`src/logic/dma_pkg.sv`:
```
// Package of constants for the drive operation-mode arbiter.
// Assumes a single 25 MHz system clock and an AXI4-Lite register bus.
// What this block does
// - Network switch only at stop, settings 0,2,7
// - Setting 6 switches modes while running
// - Panel/network switch on panel, off network
// - Settings 1,2,3/4 fix panel, external/network, combined
// - Setting 7, interlock off forces external
// - Setting 7, interlock on stops external drive
// - External/network switch on network, off external
// - Setting 7 external/network switching needs interlock
// - Setting 2 with switch refuses panel mode
// - No option and source 0: panel replaces network
// - Panel/external switch off panel, on external
// - Asserted external/network switch forces network
// - Panel/network switch overrides panel/external switch
// - Fixed priority among all mode sources
// - Setting 3: run from terminals, frequency from panel
// - Halt terminal acts as interlock when unassigned
package dma_pkg;

  typedef enum logic [3:0] {
    DMA_EXT = 4'h1,
    DMA_PANEL = 4'h2,
    DMA_NET = 4'h4,
    DMA_COMB = 4'h8
  } dma_mode_t;

  // Register byte offsets.
  localparam logic [7:0] DMA_OFF_MODE_SEL = 8'h00;
  localparam logic [7:0] DMA_OFF_COMM_START = 8'h04;
  localparam logic [7:0] DMA_OFF_NET_SRC = 8'h08;
  localparam logic [7:0] DMA_OFF_ASSIGN = 8'h0c;
  localparam logic [7:0] DMA_OFF_STATUS = 8'h10;

  // Assignment register bit positions.
  localparam int DMA_BIT_ASN_PANEL_NET = 0;
  localparam int DMA_BIT_ASN_EXT_NET = 1;
  localparam int DMA_BIT_ASN_PANEL_EXT = 2;
  localparam int DMA_BIT_ASN_INTERLOCK = 3;
  localparam int DMA_BIT_OPTION_FITTED = 4;

  // Reset values.
  localparam logic [7:0] DMA_RST_MODE_SEL = 8'h00;
  localparam logic [7:0] DMA_RST_COMM_START = 8'h00;
  localparam logic [7:0] DMA_RST_NET_SRC = 8'h00;
  localparam logic [4:0] DMA_RST_ASSIGN = 5'h00;

  // Status register bit positions.
  localparam int DMA_BIT_ST_MODE = 0;
  localparam int DMA_BIT_ST_OUT_STOP = 4;
  localparam int DMA_BIT_ST_RUN_TERM = 5;
  localparam int DMA_BIT_ST_FREQ_PANEL = 6;

  localparam logic [1:0] DMA_RESP_OKAY = 2'h0;
  localparam logic [1:0] DMA_RESP_SLVERR = 2'h2;

endpackage : dma_pkg

```
`src/logic/dma_cfg_if.sv`:
```
// Interface carrying the settings from the register file to the mode logic.
// Assumes both ends share the system clock.
`timescale 1ns/10ps
`default_nettype none
interface dma_cfg_if;
  logic [7:0] mode_select_setting;
  logic [7:0] comm_startup_setting;
  logic [7:0] network_cmd_source_setting;
  logic [4:0] assign_bits;
  dma_pkg::dma_mode_t mode;
  logic output_stop;
  logic run_from_terminals;
  logic freq_from_panel;
  modport regs (output mode_select_setting, comm_startup_setting,
                network_cmd_source_setting, assign_bits,
                input mode, output_stop, run_from_terminals, freq_from_panel);
  modport core (input mode_select_setting, comm_startup_setting,
                network_cmd_source_setting, assign_bits,
                output mode, output_stop, run_from_terminals, freq_from_panel);
endinterface : dma_cfg_if
`default_nettype wire

```
`src/logic/dma_regs.sv`:
```
// AXI4-Lite register slave holding the drive-mode settings.
// Assumes one write and one read at a time from the master.
`timescale 1ns/10ps
`default_nettype none
module dma_regs (
  input wire logic clk_i,
  input wire logic nrst_i,
  // Write channels.
  input wire logic [7:0] awaddr_i,
  input wire logic awvalid_i,
  output logic awready_o,
  input wire logic [31:0] wdata_i,
  input wire logic [3:0] wstrb_i,
  input wire logic wvalid_i,
  output logic wready_o,
  output logic [1:0] bresp_o,
  output logic bvalid_o,
  input wire logic bready_i,
  // Read channels.
  input wire logic [7:0] araddr_i,
  input wire logic arvalid_i,
  output logic arready_o,
  output logic [31:0] rdata_o,
  output logic [1:0] rresp_o,
  output logic rvalid_o,
  input wire logic rready_i,
  // Settings.
  dma_cfg_if.regs cfg
);
  logic aw_held;
  logic w_held;
  logic [7:0] aw_addr;
  logic [31:0] w_data;
  logic w_lane;
  logic [7:0] mode_sel;
  logic [7:0] comm_start;
  logic [7:0] net_src;
  logic [4:0] asn;
  logic do_write;
  logic wr_hit;

  assign awready_o = !aw_held && !bvalid_o;
  assign wready_o = !w_held && !bvalid_o;
  assign arready_o = !rvalid_o;
  assign do_write = aw_held && w_held && !bvalid_o;

  always_ff @(posedge clk_i) begin
    if (!nrst_i || do_write) begin
      aw_held <= 1'b0;
    end else if (awvalid_i && awready_o) begin
      aw_held <= 1'b1;
    end
  end

  always_ff @(posedge clk_i) begin
    if (awvalid_i && awready_o) begin
      aw_addr <= awaddr_i;
    end
  end

  always_ff @(posedge clk_i) begin
    if (!nrst_i || do_write) begin
      w_held <= 1'b0;
    end else if (wvalid_i && wready_o) begin
      w_held <= 1'b1;
    end
  end

  always_ff @(posedge clk_i) begin
    if (wvalid_i && wready_o) begin
      w_data <= wdata_i;
      w_lane <= wstrb_i[0];
    end
  end

  always_comb begin
    wr_hit = 1'b1;
    unique case (aw_addr)
      dma_pkg::DMA_OFF_MODE_SEL, dma_pkg::DMA_OFF_COMM_START,
      dma_pkg::DMA_OFF_NET_SRC, dma_pkg::DMA_OFF_ASSIGN: wr_hit = 1'b1;
      default: wr_hit = 1'b0;
    endcase
  end

  // Only byte lane 0 carries setting bits, so its strobe gates the store.
  always_ff @(posedge clk_i) begin
    if (!nrst_i) begin
      mode_sel <= dma_pkg::DMA_RST_MODE_SEL;
      comm_start <= dma_pkg::DMA_RST_COMM_START;
      net_src <= dma_pkg::DMA_RST_NET_SRC;
      asn <= dma_pkg::DMA_RST_ASSIGN;
    end else if (do_write && w_lane) begin
      if (aw_addr == dma_pkg::DMA_OFF_MODE_SEL) begin
        mode_sel <= w_data[7:0];
      end
      if (aw_addr == dma_pkg::DMA_OFF_COMM_START) begin
        comm_start <= w_data[7:0];
      end
      if (aw_addr == dma_pkg::DMA_OFF_NET_SRC) begin
        net_src <= w_data[7:0];
      end
      if (aw_addr == dma_pkg::DMA_OFF_ASSIGN) begin
        asn <= w_data[4:0];
      end
    end
  end

  always_ff @(posedge clk_i) begin
    if (!nrst_i) begin
      bvalid_o <= 1'b0;
      bresp_o <= dma_pkg::DMA_RESP_OKAY;
    end else if (do_write) begin
      bvalid_o <= 1'b1;
      bresp_o <= wr_hit ? dma_pkg::DMA_RESP_OKAY : dma_pkg::DMA_RESP_SLVERR;
    end else if (bready_i) begin
      bvalid_o <= 1'b0;
    end
  end

  always_ff @(posedge clk_i) begin
    if (!nrst_i) begin
      rvalid_o <= 1'b0;
      rdata_o <= 32'h0;
      rresp_o <= dma_pkg::DMA_RESP_OKAY;
    end else if (arvalid_i && arready_o) begin
      rvalid_o <= 1'b1;
      rresp_o <= dma_pkg::DMA_RESP_OKAY;
      unique case (araddr_i)
        dma_pkg::DMA_OFF_MODE_SEL: rdata_o <= {24'h0, mode_sel};
        dma_pkg::DMA_OFF_COMM_START: rdata_o <= {24'h0, comm_start};
        dma_pkg::DMA_OFF_NET_SRC: rdata_o <= {24'h0, net_src};
        dma_pkg::DMA_OFF_ASSIGN: rdata_o <= {27'h0, asn};
        dma_pkg::DMA_OFF_STATUS: rdata_o <= {25'h0, cfg.freq_from_panel,
                                             cfg.run_from_terminals, cfg.output_stop,
                                             cfg.mode};
        default: begin
          rdata_o <= 32'h0;
          rresp_o <= dma_pkg::DMA_RESP_SLVERR;
        end
      endcase
    end else if (rready_i) begin
      rvalid_o <= 1'b0;
    end
  end

  assign cfg.mode_select_setting = mode_sel;
  assign cfg.comm_startup_setting = comm_start;
  assign cfg.network_cmd_source_setting = net_src;
  assign cfg.assign_bits = asn;

endmodule : dma_regs
`default_nettype wire

```
`src/logic/dma_top.sv`:
```
// Top of the drive operation-mode arbiter: register slave plus mode selection.
// Assumes terminal signals are already synchronous to MCLK_I.
`timescale 1ns/10ps
`default_nettype none
module dma_top (
  // Clock and reset.
  input wire logic MCLK_I,
  input wire logic NRST_I,
  // AXI4-Lite write.
  input wire logic [7:0] AWADDR_I,
  input wire logic AWVALID_I,
  output logic AWREADY_O,
  input wire logic [31:0] WDATA_I,
  input wire logic [3:0] WSTRB_I,
  input wire logic WVALID_I,
  output logic WREADY_O,
  output logic [1:0] BRESP_O,
  output logic BVALID_O,
  input wire logic BREADY_I,
  // AXI4-Lite read.
  input wire logic [7:0] ARADDR_I,
  input wire logic ARVALID_I,
  output logic ARREADY_O,
  output logic [31:0] RDATA_O,
  output logic [1:0] RRESP_O,
  output logic RVALID_O,
  input wire logic RREADY_I,
  // Terminal signals.
  input wire logic PANEL_NET_SWITCH_I,
  input wire logic EXT_NET_SWITCH_I,
  input wire logic PANEL_EXT_SWITCH_I,
  input wire logic PANEL_INTERLOCK_I,
  input wire logic DRIVE_HALT_SIGNAL_I,
  input wire logic FORWARD_RUN_CMD_I,
  input wire logic REVERSE_RUN_CMD_I,
  input wire logic MOTOR_STOPPED_I,
  // Mode outputs.
  output logic [3:0] MODE_O,
  output logic OUTPUT_STOP_O,
  output logic RUN_FROM_TERMINALS_O,
  output logic FREQ_FROM_PANEL_O
);
  dma_cfg_if cfg ();
  dma_pkg::dma_mode_t mode;
  dma_pkg::dma_mode_t next_mode;
  dma_pkg::dma_mode_t want;
  logic [7:0] msel;
  logic [7:0] csu;
  logic asn_pn;
  logic asn_en;
  logic asn_pe;
  logic asn_il;
  logic option_fitted;
  logic interlock;
  logic stopped;
  logic pn_active;
  logic en_active;
  logic sel_0_6;
  logic net_lock;
  logic halted_out;

  dma_regs u_regs (
    .clk_i(MCLK_I),
    .nrst_i(NRST_I),
    .awaddr_i(AWADDR_I),
    .awvalid_i(AWVALID_I),
    .awready_o(AWREADY_O),
    .wdata_i(WDATA_I),
    .wstrb_i(WSTRB_I),
    .wvalid_i(WVALID_I),
    .wready_o(WREADY_O),
    .bresp_o(BRESP_O),
    .bvalid_o(BVALID_O),
    .bready_i(BREADY_I),
    .araddr_i(ARADDR_I),
    .arvalid_i(ARVALID_I),
    .arready_o(ARREADY_O),
    .rdata_o(RDATA_O),
    .rresp_o(RRESP_O),
    .rvalid_o(RVALID_O),
    .rready_i(RREADY_I),
    .cfg(cfg.regs)
  );

  ////////////////////////////////////////////////////////////////////////////
  // Decoded settings.

  assign msel = cfg.mode_select_setting;
  assign csu = cfg.comm_startup_setting;
  assign asn_pn = cfg.assign_bits[dma_pkg::DMA_BIT_ASN_PANEL_NET];
  assign asn_en = cfg.assign_bits[dma_pkg::DMA_BIT_ASN_EXT_NET];
  assign asn_pe = cfg.assign_bits[dma_pkg::DMA_BIT_ASN_PANEL_EXT];
  assign asn_il = cfg.assign_bits[dma_pkg::DMA_BIT_ASN_INTERLOCK];
  assign option_fitted = cfg.assign_bits[dma_pkg::DMA_BIT_OPTION_FITTED];

  // The halt terminal doubles as interlock when no interlock terminal exists.
  assign interlock = asn_il ? PANEL_INTERLOCK_I : DRIVE_HALT_SIGNAL_I;

  // Stopped means motor halted or no run command present.
  assign stopped = MOTOR_STOPPED_I || !(FORWARD_RUN_CMD_I || REVERSE_RUN_CMD_I);

  // Panel/network switch picks panel or network only when assigned under settings 0/6 and 10/12.
  assign sel_0_6 = (msel == 8'h00) || (msel == 8'h06);
  assign pn_active = asn_pn && sel_0_6 && ((csu == 8'h0a) || (csu == 8'h0c));

  // External/network switch counts only when assigned under 0,2,6,7 and 0..2.
  assign en_active = asn_en && (sel_0_6 || msel == 8'h02 || msel == 8'h07) &&
                     (csu <= 8'h02);

  ////////////////////////////////////////////////////////////////////////////
  // Mode wanted by the settings and signals, in priority order.

  always_comb begin
    want = mode;
    if (msel == 8'h01) begin
      want = dma_pkg::DMA_PANEL;
    end else if (msel == 8'h03 || msel == 8'h04) begin
      want = dma_pkg::DMA_COMB;
    end else if (msel == 8'h02 && !en_active) begin
      want = (pn_active || csu == 8'h0a || csu == 8'h0c) ? dma_pkg::DMA_NET
                                                         : dma_pkg::DMA_EXT;
    end else if (msel == 8'h07 && !interlock) begin
      want = dma_pkg::DMA_EXT;
    end else if (en_active) begin
      if (EXT_NET_SWITCH_I) begin
        want = dma_pkg::DMA_NET;
      end else if (asn_pn && PANEL_NET_SWITCH_I && msel != 8'h02) begin
        want = dma_pkg::DMA_PANEL;
      end else if (!asn_pn && asn_pe && !PANEL_EXT_SWITCH_I && msel != 8'h02) begin
        want = dma_pkg::DMA_PANEL;
      end else begin
        want = dma_pkg::DMA_EXT;
      end
    end else if (pn_active) begin
      want = PANEL_NET_SWITCH_I ? dma_pkg::DMA_PANEL : dma_pkg::DMA_NET;
    end else if (asn_pe) begin
      want = PANEL_EXT_SWITCH_I ? dma_pkg::DMA_EXT : dma_pkg::DMA_PANEL;
    end else if (csu == 8'h0a || csu == 8'h0c || csu == 8'h01 || csu == 8'h02) begin
      want = dma_pkg::DMA_NET;
    end
  end

  ////////////////////////////////////////////////////////////////////////////
  // Stop gating and network substitution.

  assign net_lock = !(msel == 8'h06 || stopped);

  always_comb begin
    next_mode = mode;
    if (msel == 8'h07 && !interlock) begin
      next_mode = dma_pkg::DMA_EXT;
    end else if (msel == 8'h01 || msel == 8'h03 || msel == 8'h04) begin
      next_mode = want;
    end else if (want != mode && !net_lock) begin
      next_mode = want;
    end
    if (next_mode == dma_pkg::DMA_NET && cfg.network_cmd_source_setting == 8'h00 &&
        !option_fitted) begin
      next_mode = dma_pkg::DMA_PANEL;
    end
    if (msel == 8'h02 && next_mode == dma_pkg::DMA_PANEL) begin
      next_mode = mode;
    end
  end

  always_ff @(posedge MCLK_I) begin
    if (!NRST_I) begin
      mode <= dma_pkg::DMA_EXT;
    end else begin
      mode <= next_mode;
    end
  end

  // Under setting 7 an asserted interlock stops drive power in external mode.
  assign halted_out = (msel == 8'h07) && interlock && (mode == dma_pkg::DMA_EXT);

  always_ff @(posedge MCLK_I) begin
    if (!NRST_I) begin
      OUTPUT_STOP_O <= 1'b0;
      RUN_FROM_TERMINALS_O <= 1'b1;
      FREQ_FROM_PANEL_O <= 1'b0;
    end else begin
      OUTPUT_STOP_O <= halted_out;
      RUN_FROM_TERMINALS_O <= (next_mode == dma_pkg::DMA_EXT) ||
                              (next_mode == dma_pkg::DMA_COMB && msel == 8'h03);
      FREQ_FROM_PANEL_O <= (next_mode == dma_pkg::DMA_PANEL) ||
                           (next_mode == dma_pkg::DMA_COMB && msel == 8'h03);
    end
  end

  assign MODE_O = mode;
  assign cfg.mode = mode;
  assign cfg.output_stop = OUTPUT_STOP_O;
  assign cfg.run_from_terminals = RUN_FROM_TERMINALS_O;
  assign cfg.freq_from_panel = FREQ_FROM_PANEL_O;
endmodule : dma_top
`default_nettype wire

```
`config.mk`:
```
export PLATFORM = sky130hd
export DESIGN_NAME = dma_top
export DESIGN_NICKNAME = d
export VERILOG_FILES = /design/src/logic/dma_pkg.sv /design/src/logic/dma_cfg_if.sv /design/src/logic/dma_regs.sv /design/src/logic/dma_top.sv
export SDC_FILE = /design/constraint.sdc
export NUM_CORES = 1
export LEC_CHECK = 0
export ABC_AREA = 1
export ABC_CLOCK_PERIOD_IN_PS = 3000
export BUFFER_PORTS_ARGS = -buffer_cell sky130_fd_sc_hd__buf_2
export CORE_UTILIZATION = 53
export CTS_BUF_LIST = sky130_fd_sc_hd__clkbuf_2 sky130_fd_sc_hd__clkbuf_4 sky130_fd_sc_hd__clkbuf_8
export CTS_CLUSTER_SIZE = 8
export DETAILED_ROUTE_END_ITERATION = 8
export GPL_TIMING_DRIVEN = 1
export PLACE_DENSITY = 0.86
export SETUP_SLACK_MARGIN = 0.1
export SLEW_MARGIN = 40
export SYNTH_ARGS = -nofsm -noshare
export SYNTH_HDL_FRONTEND = slang
export SYNTH_SLANG_ARGS = --single-unit
```
`constraint.sdc`:
```
create_clock -name MCLK_I -period 3 [get_ports MCLK_I]
set_input_delay 0.3 -clock MCLK_I [delete_from_list [all_inputs] [get_ports MCLK_I]]
set_output_delay 0.3 -clock MCLK_I [all_outputs]
set_load 0.01 [all_outputs]
```
==> reports/results.txt <==
Worst-Skew Late Latency - 350 ps
Synth top cells by count - 76 x nand2_1, 65 x nor2_1, 60 x inv_1
sequential share of the synthesized area - 41.14%
DRT antenna net count - 0
clock power share - 29.4%
Slew headroom - 47.05%
Synth Area per Inst - 7.347 sq um
IO Port Bufs - 61
CORE AREA - 6531 sq um
n_diodes - 0
RSZ-0062 raised after global routing - yes
total CTS buffers - 9
CTS hold repair buffers - 0
Logic pwr share - 24.8%
CP endpoint kind - register
CTS tree - built
layout cells sized above 1 - 31.23%
area leader, netlist - dfxtp_1
Detailed Place HPWL - 6.558 mm
leak pwr - 1.964 nW
Die H - 85.26 um
r2r startpoint - u_regs.cfg.comm_startup_setting[7]$_SDFFE_PN0P_
Layout Nets - 648
Final Hold Viols - 0
Reg2Reg Depth - 24
setup violators final - 0
vias in the first global route - 3,086
Critical R2R Capture - FREQ_FROM_PANEL_O$_SDFF_PN0_
P_sw - 0.7318 mW
placed cell count - 635
fin cells - 663
largest net degree at the start of global routing - 41
antenna violations before repair - 0
worst vdd ir - 0.4138 mV
Worst Hold End - u_regs.w_data[6]$_DFFE_PP_
number of enable flip-flop cells after synthesis - 17
Clock Sinks - 67
Clock Skew - 10.39 ps
Pre-antenna DRT Iters - 5
CTS H-Tree Depth - 3
most common cell in the netlist - nand2_1
post-synthesis cell type count - 40
sequential power share - 45.9%
worst hold path cell count - 1
DP Worst Slack - 83.32 ps
PwrDens - 502.9 nW/um^2
first-pass GRT wire length - 13.81 mm
CTS clk-pin slew, worst paths - 70 ps
vias per inst - 5.449
arrival time worst endpoint - 3180 ps
Root Buffer - clkbuf_8
Area contributors post-synth - dfxtp_1 27%, edfxtp_1 14%, nand2_1 7.8%
switch share - 32.87%
Seq cells post-synth - 67
maxcap violations - 0
Synth Flop Type - dfxtp_1
Hold Path Class - in -> reg
row cnt - 29
DRC viols - 0
CTS max path bufs - 2
part of the cycle the worst path needs - 97.92%
total wire length - 9.293 mm
Avg WL per Cell - 14.02 um
CP peak stage delay - 340 ps
synthesized area - 3674 sq um
status - finished clean
async set-reset flop share out of synthesis - 0%
Final Max Tran Viols - 0
Synth top area share - 27.25%
top-level I/O count - 115
P&R area growth vs syn - 20.54%
global-route usage over all layers - 24.20%
drt initial violations - 316
CP Class - reg -> reg
WP data required - 3250 ps
fmax - 340.4 MHz
reg2reg setup slack - 60 ps
slowest CP cell - dfxtp_2
maximum fanout along the worst path - 5
crit path cell chain - nor2_4, nand2_4, nor2_4, nor2_4, nor2_4, nand2_4, nand2_4, nand2_2, nor2_2, nand3_2, nand3_2, nand3_2, o21ai_4, nand2_1, nand2_1, nand2_2, nor2_2, nand2_2, nand2_4, nand4_1, nand2_1, nor2_1, nor2_1, nor2_1
Worst Tran Pin Value - 787.0 ps
Mapped Cells - 500
Die ar. - 7268 sq um
Setup WS post-layout - 62.37 ps
remaining global-route overflow - 0
post-layout min period - 2938 ps
overall via count from detail_route - 3,613
startpoint types - register
Worst Hold Launch - WDATA_I[6]
RD Place Congestion - 0.9577
Int Power - 1.495 mW
Die X - 85.26 um
Synth warnings - 0
Initial Util - 56.25%
setup_tns - 0 ps
layout by cell type (no fill, tap or decap), drive strengths merged:
master / count
nand3: 26
nand4: 10
conb: 26
nor3b: 2
o221ai: 1
nand2: 91
o2111ai: 1
buf: 79
nor2: 76
a21oi: 42
clkinv: 7
o21ai: 45
o211ai: 1
nor3: 5
o22ai: 6
nor4: 10
inv: 69
clkbuf: 10
or2: 1
o21bai: 1
dfxtp: 50
edfxtp: 17
o31ai: 1
a31oi: 2
a221oi: 5
clkinvlp: 1
o21a: 1
state kept, by name, summed over array words and instances, names as in the netlist:
signal / count
u_regs.w_data: 8
u_regs.cfg.mode_select_setting: 8
u_regs.w_lane: 1
u_regs.aw_held: 1
u_regs.w_held: 1
FREQ_FROM_PANEL_O: 1
u_regs.rvalid_o: 1
MODE_O: 4
u_regs.rdata_o: 8
u_regs.rresp_o: 1
u_regs.cfg.assign_bits: 5
u_regs.bvalid_o: 1
u_regs.cfg.comm_startup_setting: 8
u_regs.aw_addr: 8
RUN_FROM_TERMINALS_O: 1
u_regs.cfg.network_cmd_source_setting: 8
u_regs.bresp_o: 1
OUTPUT_STOP_O: 1
final cells by class:
| class | count | area, sq um |
|---|---|---|
| fillers | 528 | 2103 |
| clock inverters | 6 | 40.04 |
| repair buffers | 79 | 440.4 |
| inverters | 71 | 271.5 |
| flip-flops and latches | 67 | 1535 |
| clock buffers | 10 | 131.4 |
| well taps | 77 | 96.34 |
| multi-input cells | 353 | 1913 |
critical path, delay by kind of cell (launching register included):
family	cells	cell delay (ps)
AOI/OAI and AO/OA	1	240
DFF	1	340
and+or+nand+nor	23	2260
timing repair:
item,CTS,global route
gates resized for setup,1,59
endpoints found under the setup margin,1,6
pin swaps,1,21
buffers inserted,1,11
power by group through the flow:
stage	clock network (mW)	registers, mW	logic, mW
CTS	0.654	1.02	0.458
detailed placement	0	1.04	0.457
global route	0.704	1.02	0.604
finish	0.654	1.02	0.552
global placement	0	1.04	0.440
floorplan	0	1.03	0.361
metrics by stage:
step	hold WS (ps)	utilization [%]	total power [mW]	cell area, sq um
6_report	122.1	67.80	2.227	4428
5_1_grt	99.08	67.80	2.332	4428
4_1_cts	113.0	63.87	2.132	4172
3_5_place_dp	466.1	61.05	1.496	3988
3_3_place_gp	453.9	61.05	1.477	3988
2_1_floorplan	398.9	-	1.394	3767
cells by family (layout without fill, tap and decap cells):
family / Yosys count / in the layout / share of synthesized area [%]
AO/OA/AOI/OAI: 106 / 106 / 16.49
AND/OR/NAND/NOR: 221 / 221 / 28.78
buffers and inverters: 105 / 166 / 13.49
flip-flops: 67 / 67 / 41.14
other: 1 / 26 / 0.1021
layer usage:
metal	routed length (um)	vias up	track usage, %
met5	0	-	0
met4	227	0	9.242
met3	763	24	7.101
met2	4687	175	40.03
met1	3613	1653	29.93
li1	-	1761	-
worst max path at each step:
stage	endpoint	cells past startpoint	start
after CTS	FREQ_FROM_PANEL_O$_SDFF_PN0_	24	u_regs.cfg.comm_startup_setting[2]$_SDFFE_PN0P_
after global routing	FREQ_FROM_PANEL_O$_SDFF_PN0_	25	u_regs.cfg.comm_startup_setting[5]$_SDFFE_PN0P_
after global placement	FREQ_FROM_PANEL_O$_SDFF_PN0_	24	u_regs.cfg.comm_startup_setting[4]$_SDFFE_PN0P_
final	FREQ_FROM_PANEL_O$_SDFF_PN0_	24	u_regs.cfg.comm_startup_setting[7]$_SDFFE_PN0P_
after detailed placement	FREQ_FROM_PANEL_O$_SDFF_PN0_	24	u_regs.cfg.comm_startup_setting[4]$_SDFFE_PN0P_
after floorplan	FREQ_FROM_PANEL_O$_SDFF_PN0_	24	u_regs.cfg.comm_startup_setting[2]$_SDFFE_PN0P_
No activity file was read; power rests on OpenSTA's default activity.
